[config.mk]
export PLATFORM = sky130hd
export DESIGN_NAME = scwc_engine
export DESIGN_NICKNAME = d
export VERILOG_FILES = /design/src/hdl/scwc_pkg.sv /design/src/hdl/scwc_engine.sv
export VERILOG_INCLUDE_DIRS = /design/src /design/src/hdl
export SDC_FILE = /design/constraint.sdc
export NUM_CORES = 1
export LEC_CHECK = 0
export ABC_AREA = 1
export BUFFER_PORTS_ARGS = -buffer_cell sky130_fd_sc_hd__buf_2
export CAP_MARGIN = 20
export CORE_AREA = 5 5 129 131
export CTS_CLUSTER_DIAMETER = 40
export DETAILED_ROUTE_END_ITERATION = 8
export DIE_AREA = 0 0 134 136
export PLACE_DENSITY_LB_ADDON = 0.15
export SLEW_MARGIN = 10
export SYNTH_ARGS = -nofsm -noshare
export SYNTH_HDL_FRONTEND = slang
export SYNTH_SLANG_ARGS = --single-unit
[constraint.sdc]
create_clock -name clk_i -period 2.44 [get_ports clk_i]
set_input_delay 0.366 -clock clk_i [delete_from_list [all_inputs] [get_ports clk_i]]
set_output_delay 0.366 -clock clk_i [all_outputs]
set_load 0.02 [all_outputs]
[src/hdl/scwc_defs.svh]
// Constants for the storage card write command engine.
// Assumes inclusion by the package and the engine only.
`ifndef SCWC_DEFS_SVH
`define SCWC_DEFS_SVH
// ****************************************
// Register offsets (word addresses on wb_adr_i)
// ****************************************
`define SCWC_OFF_CMD      4'h0
`define SCWC_OFF_SECCNT   4'h1
`define SCWC_OFF_SECNUM   4'h2
`define SCWC_OFF_CYLLO    4'h3
`define SCWC_OFF_CYLHI    4'h4
`define SCWC_OFF_HEAD     4'h5
`define SCWC_OFF_STATUS   4'h6
`define SCWC_OFF_CONFIG   4'h7
`define SCWC_OFF_ERROR    4'h8
`define SCWC_OFF_MEDIA    4'h9
// ****************************************
// Command codes
// ****************************************
`define SCWC_CMD_DMA      8'hca
`define SCWC_CMD_MULT     8'hc5
`define SCWC_CMD_MULT_NE  8'hcd
// ****************************************
// Field positions
// ****************************************
`define SCWC_ST_BUSY      7
`define SCWC_ST_ERR       0
`define SCWC_ST_DRQ       3
`define SCWC_ST_IRQ       1
`define SCWC_ST_NOERASE   2
`define SCWC_CFG_8BIT     0
`define SCWC_CFG_MULT_SET 1
`define SCWC_CFG_MULT_DIS 2
`define SCWC_CFG_LBA      3
`define SCWC_ERR_ABRT     8'h04
`define SCWC_ERR_WRITE    8'h40
`define SCWC_MEDIA_DONE   0
`define SCWC_MEDIA_FAIL   1
// ****************************************
// Sizes and timing
// ****************************************
`define SCWC_WORDS_PER_SEC 9'd256
`define SCWC_MAX_SECTORS   9'd256
`define SCWC_BLOCK_SECTORS 9'd1
`define SCWC_CLK_HZ        25000000
`define SCWC_BUSY_MAX_NS   400
`define SCWC_BUSY_CYC      ((`SCWC_BUSY_MAX_NS * (`SCWC_CLK_HZ / 1000000)) / 1000)
`endif

[src/hdl/scwc_pkg.sv]
// Types for the storage card write command engine.
// Assumes scwc_defs.svh is on the include path.
`include "scwc_defs.svh"
package scwc_pkg;
  typedef enum logic [2:0] {
    SCWC_IDLE  = 3'b000,
    SCWC_BUSY  = 3'b001,
    SCWC_XFER  = 3'b010,
    SCWC_FLUSH = 3'b011,
    SCWC_DONE  = 3'b100
  } scwc_state_t;

  typedef struct packed {
    logic       cyc;
    logic       stb;
    logic       we;
    logic [3:0] adr;
    logic [3:0] sel;
    logic [31:0] dat;
  } scwc_wb_req_t;

  typedef struct packed {
    logic [7:0] secnum;
    logic [7:0] cyllo;
    logic [7:0] cylhi;
    logic [3:0] head;
  } scwc_addr_t;

  typedef struct packed {
    scwc_state_t state;
    logic        is_dma;
    logic        no_erase;
    scwc_addr_t  addr;
    logic [8:0]  remain;
    logic [8:0]  blk_left;
    logic [7:0]  word_cnt;
    logic [7:0]  seccnt;
    logic        busy;
    logic        data_request_flag;
    logic        err;
    logic        irq;
    logic        lba;
    logic        mode_8bit;
    logic        mult_set;
    logic        mult_dis;
    logic [7:0]  error;
    logic        ack;
    logic [31:0] rdat;
    logic        dma_request_line;
    logic        wr_vld;
    logic [15:0] wr_dat;
    logic        commit;
    logic [1:0]  ack_s;
    logic [1:0]  iow_s;
    logic        iow_prev;
    logic [31:0] dat_s;
  } scwc_state_bundle_t;
endpackage

[src/hdl/scwc_engine.sv]
// Write command engine of a flash storage card: DMA write and multiple write.
// Assumes a classic Wishbone master for the task file and host DMA pins from another domain.
//
// The implementer's own choices: register access over Wishbone and the register offsets.
`timescale 1ns/1ps
`include "scwc_defs.svh"
module scwc_engine
  import scwc_pkg::*;
#(
  parameter int unsigned BLOCK_SECTORS = 1
) (
  input  wire logic        clk_i,
  input  wire logic        rst_i,
  input  wire logic        ce_i,
  input  wire logic        wb_cyc_i,
  input  wire logic        wb_stb_i,
  input  wire logic        wb_we_i,
  input  wire logic [3:0]  wb_adr_i,
  input  wire logic [3:0]  wb_sel_i,
  input  wire logic [31:0] wb_dat_i,
  output logic      [31:0] wb_dat_o,
  output logic             wb_ack_o,
  input  wire logic        dma_acknowledge_n_i,
  input  wire logic        io_write_strobe_n_i,
  input  wire logic [15:0] host_data_i,
  output logic             dma_request_line_o,
  output logic             device_busy_flag_o,
  output logic             data_request_flag_o,
  output logic             intrq_o,
  output logic             media_wr_valid_o,
  output logic      [15:0] media_wr_data_o,
  output logic      [27:0] media_lba_o,
  output logic             media_commit_o,
  output logic             media_no_erase_o,
  input  wire logic        media_done_i,
  input  wire logic        media_fail_i,
  output logic       [8:0] block_size_o
);

  // ****************************************
  // Helpers
  // ****************************************
  function automatic logic [27:0] lba_of(input scwc_addr_t a);
    return {a.head, a.cylhi, a.cyllo, a.secnum};
  endfunction

  function automatic scwc_addr_t addr_inc(input scwc_addr_t a);
    logic [27:0] v;
    v = lba_of(a) + 28'd1;
    return '{secnum: v[7:0], cyllo: v[15:8], cylhi: v[23:16], head: v[27:24]};
  endfunction

  scwc_state_bundle_t s_q;
  scwc_state_bundle_t s_d;
  logic               wr_acc;
  logic               rd_acc;
  logic               word_stb;
  logic               last_word;
  logic [8:0]         count_req;
  logic [31:0]        status_w;

  // ****************************************
  // Bus decode and pin sampling
  // ****************************************
  assign wr_acc    = wb_cyc_i && wb_stb_i && wb_we_i && !s_q.ack && wb_sel_i[0];
  assign rd_acc    = wb_cyc_i && wb_stb_i && !wb_we_i && !s_q.ack;
  assign word_stb  = (!s_q.is_dma || (s_q.dma_request_line && !s_q.ack_s[1])) && s_q.iow_prev && !s_q.iow_s[1];
  assign last_word = (s_q.word_cnt == 8'hff);
  assign count_req = (s_q.seccnt == 8'h00) ? `SCWC_MAX_SECTORS : {1'b0, s_q.seccnt};
  assign status_w  = {24'h0, s_q.busy, 3'b000, s_q.data_request_flag, s_q.no_erase, s_q.irq, s_q.err};

  always_comb begin
    s_d          = s_q;
    s_d.ack      = wb_cyc_i && wb_stb_i && !s_q.ack;
    s_d.ack_s    = {s_q.ack_s[0], dma_acknowledge_n_i};
    s_d.iow_s    = {s_q.iow_s[0], io_write_strobe_n_i};
    s_d.iow_prev = s_q.iow_s[1];
    s_d.dat_s    = {s_q.dat_s[15:0], host_data_i};
    s_d.wr_vld   = 1'b0;
    s_d.commit   = 1'b0;
    if (rd_acc) begin
      unique case (wb_adr_i)
        `SCWC_OFF_CMD:    s_d.rdat = 32'h0;
        `SCWC_OFF_SECCNT: s_d.rdat = {24'h0, s_q.seccnt};
        `SCWC_OFF_SECNUM: s_d.rdat = {24'h0, s_q.addr.secnum};
        `SCWC_OFF_CYLLO:  s_d.rdat = {24'h0, s_q.addr.cyllo};
        `SCWC_OFF_CYLHI:  s_d.rdat = {24'h0, s_q.addr.cylhi};
        `SCWC_OFF_HEAD:   s_d.rdat = {24'h0, 1'b1, s_q.lba, 2'b10, s_q.addr.head};
        `SCWC_OFF_STATUS: s_d.rdat = status_w;
        `SCWC_OFF_CONFIG: s_d.rdat = {28'h0, s_q.lba, s_q.mult_dis, s_q.mult_set, s_q.mode_8bit};
        `SCWC_OFF_ERROR:  s_d.rdat = {24'h0, s_q.error};
        default:          s_d.rdat = 32'h0;
      endcase
      if (wb_adr_i == `SCWC_OFF_STATUS) begin
        s_d.irq = 1'b0;
      end
    end
    // Task file writes are ignored while a command runs.
    if (wr_acc && s_q.state == SCWC_IDLE) begin
      unique case (wb_adr_i)
        `SCWC_OFF_SECCNT: s_d.seccnt = wb_dat_i[7:0];
        `SCWC_OFF_SECNUM: s_d.addr.secnum = wb_dat_i[7:0];
        `SCWC_OFF_CYLLO:  s_d.addr.cyllo = wb_dat_i[7:0];
        `SCWC_OFF_CYLHI:  s_d.addr.cylhi = wb_dat_i[7:0];
        `SCWC_OFF_HEAD: begin
          s_d.addr.head = wb_dat_i[3:0];
          s_d.lba       = wb_dat_i[6];
        end
        `SCWC_OFF_CONFIG: begin
          s_d.mode_8bit = wb_dat_i[`SCWC_CFG_8BIT];
          s_d.mult_set  = wb_dat_i[`SCWC_CFG_MULT_SET];
          s_d.mult_dis  = wb_dat_i[`SCWC_CFG_MULT_DIS];
        end
        `SCWC_OFF_CMD: begin
          s_d.err   = 1'b0;
          s_d.error = 8'h00;
          s_d.irq   = 1'b0;
          if (wb_dat_i[7:0] == `SCWC_CMD_DMA) begin
            if (s_q.mode_8bit) begin
              s_d.err   = 1'b1;
              s_d.error = `SCWC_ERR_ABRT;
              s_d.irq   = 1'b1;
            end else begin
              s_d.is_dma   = 1'b1;
              s_d.no_erase = 1'b0;
              s_d.remain   = count_req;
              s_d.busy     = 1'b1;
              s_d.state    = SCWC_BUSY;
            end
          end else if (wb_dat_i[7:0] == `SCWC_CMD_MULT || wb_dat_i[7:0] == `SCWC_CMD_MULT_NE) begin
            if (!s_q.mult_set || s_q.mult_dis) begin
              s_d.err   = 1'b1;
              s_d.error = `SCWC_ERR_ABRT;
              s_d.irq   = 1'b1;
            end else begin
              s_d.is_dma   = 1'b0;
              s_d.no_erase = (wb_dat_i[7:0] == `SCWC_CMD_MULT_NE);
              s_d.remain   = count_req;
              s_d.busy     = 1'b1;
              s_d.state    = SCWC_BUSY;
            end
          end else begin
            s_d.err   = 1'b1;
            s_d.error = `SCWC_ERR_ABRT;
            s_d.irq   = 1'b1;
          end
        end
        default: begin
        end
      endcase
    end
    // ****************************************
    // Command sequencing
    // ****************************************
    unique case (s_q.state)
      SCWC_IDLE: begin
      end
      SCWC_BUSY: begin
        // Buffer ready: open the next block or sector for data.
        s_d.busy     = 1'b0;
        s_d.data_request_flag      = 1'b1;
        s_d.word_cnt = 8'h00;
        s_d.blk_left = (s_q.remain < 9'(BLOCK_SECTORS)) ? s_q.remain : 9'(BLOCK_SECTORS);
        s_d.dma_request_line   = s_q.is_dma;
        if (!s_q.is_dma && s_q.remain != count_req) begin
          s_d.irq = 1'b1;
        end
        s_d.state = SCWC_XFER;
      end
      SCWC_XFER: begin
        if (word_stb) begin
          s_d.wr_vld   = 1'b1;
          s_d.wr_dat   = s_q.dat_s[31:16];
          s_d.word_cnt = s_q.word_cnt + 8'h01;
          if (last_word) begin
            s_d.commit = 1'b1;
            s_d.dma_request_line = 1'b0;
            s_d.busy   = 1'b1;
            s_d.data_request_flag    = 1'b0;
            s_d.state  = SCWC_FLUSH;
          end
        end
      end
      SCWC_FLUSH: begin
        if (media_fail_i) begin
          s_d.err    = 1'b1;
          s_d.error  = `SCWC_ERR_WRITE;
          s_d.busy   = 1'b0;
          s_d.irq    = 1'b1;
          s_d.seccnt = s_q.remain[7:0];
          s_d.state  = SCWC_IDLE;
        end else if (media_done_i) begin
          s_d.remain   = s_q.remain - 9'd1;
          s_d.blk_left = s_q.blk_left - 9'd1;
          if (s_q.remain == 9'd1) begin
            s_d.state = SCWC_DONE;
          end else begin
            s_d.addr  = addr_inc(s_q.addr);
            s_d.state = (s_q.blk_left == 9'd1) ? SCWC_BUSY : SCWC_XFER;
            if (s_q.blk_left != 9'd1) begin
              s_d.busy     = 1'b0;
              s_d.word_cnt = 8'h00;
              s_d.dma_request_line   = s_q.is_dma;
            end
          end
        end
      end
      SCWC_DONE: begin
        s_d.busy   = 1'b0;
        s_d.irq    = 1'b1;
        s_d.seccnt = 8'h00;
        s_d.state  = SCWC_IDLE;
      end
      default: s_d.state = SCWC_IDLE;
    endcase
  end

  always_ff @(posedge clk_i) begin
    if (rst_i) begin
      s_q          <= '0;
      s_q.ack_s    <= 2'b11;
      s_q.iow_s    <= 2'b11;
      s_q.iow_prev <= 1'b1;
      s_q.seccnt   <= 8'h01;
    end else if (ce_i) begin
      s_q <= s_d;
    end
  end

  // ****************************************
  // Outputs
  // ****************************************
  assign wb_ack_o            = s_q.ack;
  assign wb_dat_o            = s_q.rdat;
  assign dma_request_line_o  = s_q.dma_request_line;
  assign device_busy_flag_o  = s_q.busy;
  assign data_request_flag_o = s_q.data_request_flag;
  assign intrq_o             = s_q.irq;
  assign media_wr_valid_o    = s_q.wr_vld;
  assign media_wr_data_o     = s_q.wr_dat;
  assign media_lba_o         = lba_of(s_q.addr);
  assign media_commit_o      = s_q.commit;
  assign media_no_erase_o    = s_q.no_erase;
  assign block_size_o        = 9'(BLOCK_SECTORS);

endmodule

Word-level counts from Yosys, hierarchy flattened
Cells that the tools add are included.
{"block": "word_totals", "ff_bits": 172, "latchBits": 0, "ramBits": 0, "mem_bits_ro": 0, "inputBits": 66, "word_cells": 182, "n_memories": 0}
{"block": "op_classes", "add_sub_neg": 4, "multipliers": 0, "div_mod_pow": 0, "order_cmp": 1, "eq_ne": 28, "n_shift": 0, "muxes": 81, "bitwise_logic": 0, "n_reduce_logical": 38}
{"cell": "$mux W54", "n": 2}
{"cell": "$mux W8", "n": 13}
{"cell": "$mux W9", "n": 8}
{"cell": "$pmux W8 S8", "n": 1}
{"cell": "$mux W42", "n": 1}
{"cell": "$mux W37", "n": 1}
{"cell": "$eq A8 B8 Y1 const B", "n": 4}
{"cell": "$add A28 B1 Y28 const B", "n": 1}
{"cell": "$mux W28", "n": 1}
{"cell": "$mux W5", "n": 5}
{"cell": "$mux W3", "n": 8}
{"cell": "$pmux W8 S3", "n": 1}
{"cell": "$mux W1", "n": 20}
{"cell": "$mux W19", "n": 1}
{"cell": "$eq A9 B1 Y1 const B", "n": 2}
{"cell": "$mux W18", "n": 1}
{"cell": "$mux W2", "n": 9}
{"cell": "$pmux W9 S2", "n": 1}
{"cell": "$sub A9 B1 Y9 const B", "n": 2}
{"cell": "$eq A4 B3 Y1 const B", "n": 4}
{"cell": "$ne A2 B2 Y1 const B", "n": 8}
{"cell": "$pmux W8 S2", "n": 1}
{"cell": "$mux W14", "n": 1}
{"cell": "$logic_and A1 B1 Y1", "n": 12}
{"cell": "other kinds (28)", "n": 44}

Longest topological paths before layout
{"block": "depth", "word_depth": 12, "ltp_mapped": 12, "mapped_depth_nobuf": 11}

Least setup slack after synthesis
No wires, ideal clock.
{"block": "synth_timing", "path_type": "flip-flop to flip-flop", "startpoint": "register s_q[170] in the netlist's numbering", "endpoint": "register s_q, in the netlist media_wr_data_o[6]", "setup_time_ns": 0.122, "arrival_ns": 1.511, "t_required_ns": 2.318, "slack_ns": 0.807, "path_stages_with_launch": 8, "path_buffers": 2, "synth_period_minus_slack_ns": 1.633, "path_cell_list": "dfxtp_1 > inv_2 > nor3_4 > inv_2 > buf_6 > nor3_4 > buf_8 > a21oi_2"}
{"block": "synth_via", "elab_chain_len": 2}
{"item": "start: declaration", "line_no": "scwc_engine.sv:53", "source": "scwc_state_bundle_t s_q;"}
{"item": "$eq A3 B2 Y1", "line_no": "scwc_engine.sv:155", "source": "unique case (s_q.state)"}
{"item": "$reduce_and A3 Y1 (no line)"}
No other way between the ends.
A chain may end at the register's enable or synchronous reset.

Worst setup path after layout
{"block": "layout_timing", "startpoint": "register s_q[169] in the netlist's numbering", "endpoint": "register s_q[168] in the netlist's numbering"}
{"block": "layout_via", "elab_chain_len": 3}
{"item": "$logic_not A3 Y1", "line_no": "scwc_engine.sv:99", "source": "if (wr_acc && s_q.state == SCWC_IDLE) begin"}
{"item": "$logic_and A1 B1 Y1", "line_no": "scwc_engine.sv:99"}
{"item": "$reduce_and A6 Y1 (no line)"}
No other way between the ends.

==> results.json <==
{
  "status": "complete, no violations",
  "yosysSeqAreaShare": 0.331,
  "clock_skew_ps": 11.4,
  "critical_path_arrival_ps": 2380,
  "synth_warnings": 0,
  "cts_made_buffers": 17,
  "first_pass_iters": 5,
  "final_cell_mix": "nand2_1, dfxtp_1, inv_1",
  "drt_wl_total_um": 25100,
  "async_reset_ff_frac": 0,
  "syn_area_um2": 8960,
  "cts_htree_levels": 4,
  "critPathLaunchType": "flop",
  "hold_path.class": "input port to flop",
  "grt_pass1_vias": 8053,
  "finalWeightedCongestion": 0.960,
  "ys_types": 45,
  "slew_headroom": 0.523,
  "rsz0062_at_grt": "no",
  "synthFlopType": "dfxtp_1",
  "avgSynthCellArea_um2": 6.62,
  "vias": 8794,
  "slew_violations": 0,
  "cts.clk_slew.worst_paths_ps": 70,
  "postCtsSetupRepairBufs": 0,
  "grt_pass1_wl_um": 40600,
  "setup_violations": 0,
  "diodes": 0,
  "yosys.area.top_type_share": 0.331,
  "finalHoldViolations": 0,
  "cts-resized-gates": 0,
  "cts_root_buf": "clkbuf_16",
  "dieArea_um2": 18200,
  "syn-instance-count": 1354,
  "core_um2": 15500,
  "drtIter0Drc": 894,
  "final_common_cell": "nand2_1",
  "cts_hold_buf": 0,
  "min_period_over_period": 0.831,
  "ioPinCount": 159,
  "cts_tree": "built",
  "drive_gt1_frac": 0.148,
  "initial_core_util": 0.579,
  "io_buffers": 98,
  "area_growth_pct": 7.96,
  "p_per_area_nw_per_um2": 590,
  "min_period_ps": 2030,
  "r2r_setup_slack_ps": 410,
  "ys_seq_elements": 148,
  "cap_violations": 0,
  "grt_max_degree": 62,
  "fmax_mhz": 493,
  "tns_ps": 0,
  "route.detailed.drc": 0,
  "crit_path_end_kind": "flop",
  "die_h_um": 136,
  "synth_edf_count": 0,
  "clk_latency_ps": 430,
  "ant_nets": 0,
  "crit_required_ps": 2800,
  "rows": 46,
  "dp_hpwl_um": 17700,
  "wire_per_inst_um": 15.8,
  "fin_nets": 1454,
  "crit_path_max_fanout": 11,
  "ctsLongestPathBuffers": 2,
  "power_mw": 5.70,
  "tightest_slew_ps": 715,
  "path_class": "flop to flop",
  "antenna_found_initial": 0,
  "track_usage": 0.276,
  "ir_drop_mv": 0.475,
  "vias_per_cell": 5.54,
  "yosysTopAreaCell": "dfxtp_1",
  "overflow": 0,
  "cts_sinks": 148,
  "die_x_um": 134,
  "synth_area_leaders": "dfxtp_1, nand2_1, a21oi_1",
  "p_leak_nw": 4.18
}
==> through the flow <==
stage | util | cells | setup slack [ps] | instance area, um2 | hold slack (ps)
floorplan | - | 1385 | 807 | 9080 | 425
global placement | 0.587 | 1555 | 409 | 9090 | 435
detailed placement | 0.587 | 1555 | 360 | 9090 | 435
CTS | 0.625 | 1587 | 420 | 9680 | 158
global route | 0.625 | 1587 | 207 | 9680 | 174
finish | 0.625 | 1587 | 412 | 9680 | 163
==> critical path: stages (launching register included) <==
cell and delay [ps]:
dfxtp_1 410, nor2_4 220, inv_2 70, nor2_1 100
nand2_1 200, nor2_2 170, buf_4 200, nand3_1 210
inv_1 170, o21ai_0 80, a21oi_1 150
==> cell type report <==
type	instances	area [um2]
fill	1516	5810
multi-input combinational	943	4620
sequential	148	2960
timing repair buffer	122	696
inverter	150	568
clock buffer	17	425
tap	192	240
clock inverter	15	164
==> cells in the mapped netlist (8+ instances only) <==
cell / instances
o21ai_1: 27
nor2_1: 136
a21oi_2: 13
o22ai_1: 22
nor2_2: 8
nand2_1: 255
buf_4: 86
a21oi_1: 138
xor2_1: 17
nand3_1: 92
clkbuf_1: 34
buf_2: 12
nand4_1: 23
o2111ai_1: 8
dfxtp_1: 148
inv_1: 140
o21ai_0: 105
nor3_1: 18
==> path summary, 6_finish.rpt <==
kind                                      from        to  cells past startpoint
worst max-delay path                  s_q[169]  s_q[168]                     10
worst min-delay path            host_data_i[8]   s_d[24]                      3
worst max register to register        s_q[169]  s_q[168]                     10
worst min register to register         s_q[96]   s_q[96]                      2
==> power breakdown <==
group | switching, mW | total [mW] | internal, mW
registers | 0.0538 | 2.54 | 2.48
logic | 0.371 | 0.517 | 0.147
clock network | 1.20 | 2.65 | 1.45
total | 1.62 | 5.70 | 4.08
==> flip-flops by register name, indices dropped and copies added (netlist names) <==
signal	flops
media_wr_valid_o	1
device_busy_flag_o	1
s_q	69
data_request_flag_o	1
media_wr_data_o	16
media_no_erase_o	1
s_d	19
media_lba_o	28
media_commit_o	1
dma_request_line_o	1
wb_ack_o	1
intrq_o	1
wb_dat_o	8
==> per-layer routing <==
metal	wire, um	global-route usage	vias up
li1	-	-	4404
met1	10800	0.368	3993
met2	11700	0.449	348
met3	2050	0.0540	49
met4	610	0.0943	0
met5	0	0	-
==> cells by family after synthesis <==
family	count (synthesis)	share of synthesized area
DFF	148	0.331
xor gates and xnor gates	19	0.0186
adders and majority gates	6	0.00838
and+or+nand+nor	554	0.273
AOI/OAI and AO/OA	331	0.201
buffers and inverters	294	0.167
other	2	0.000838
Power figures use the tool's default switching activity.
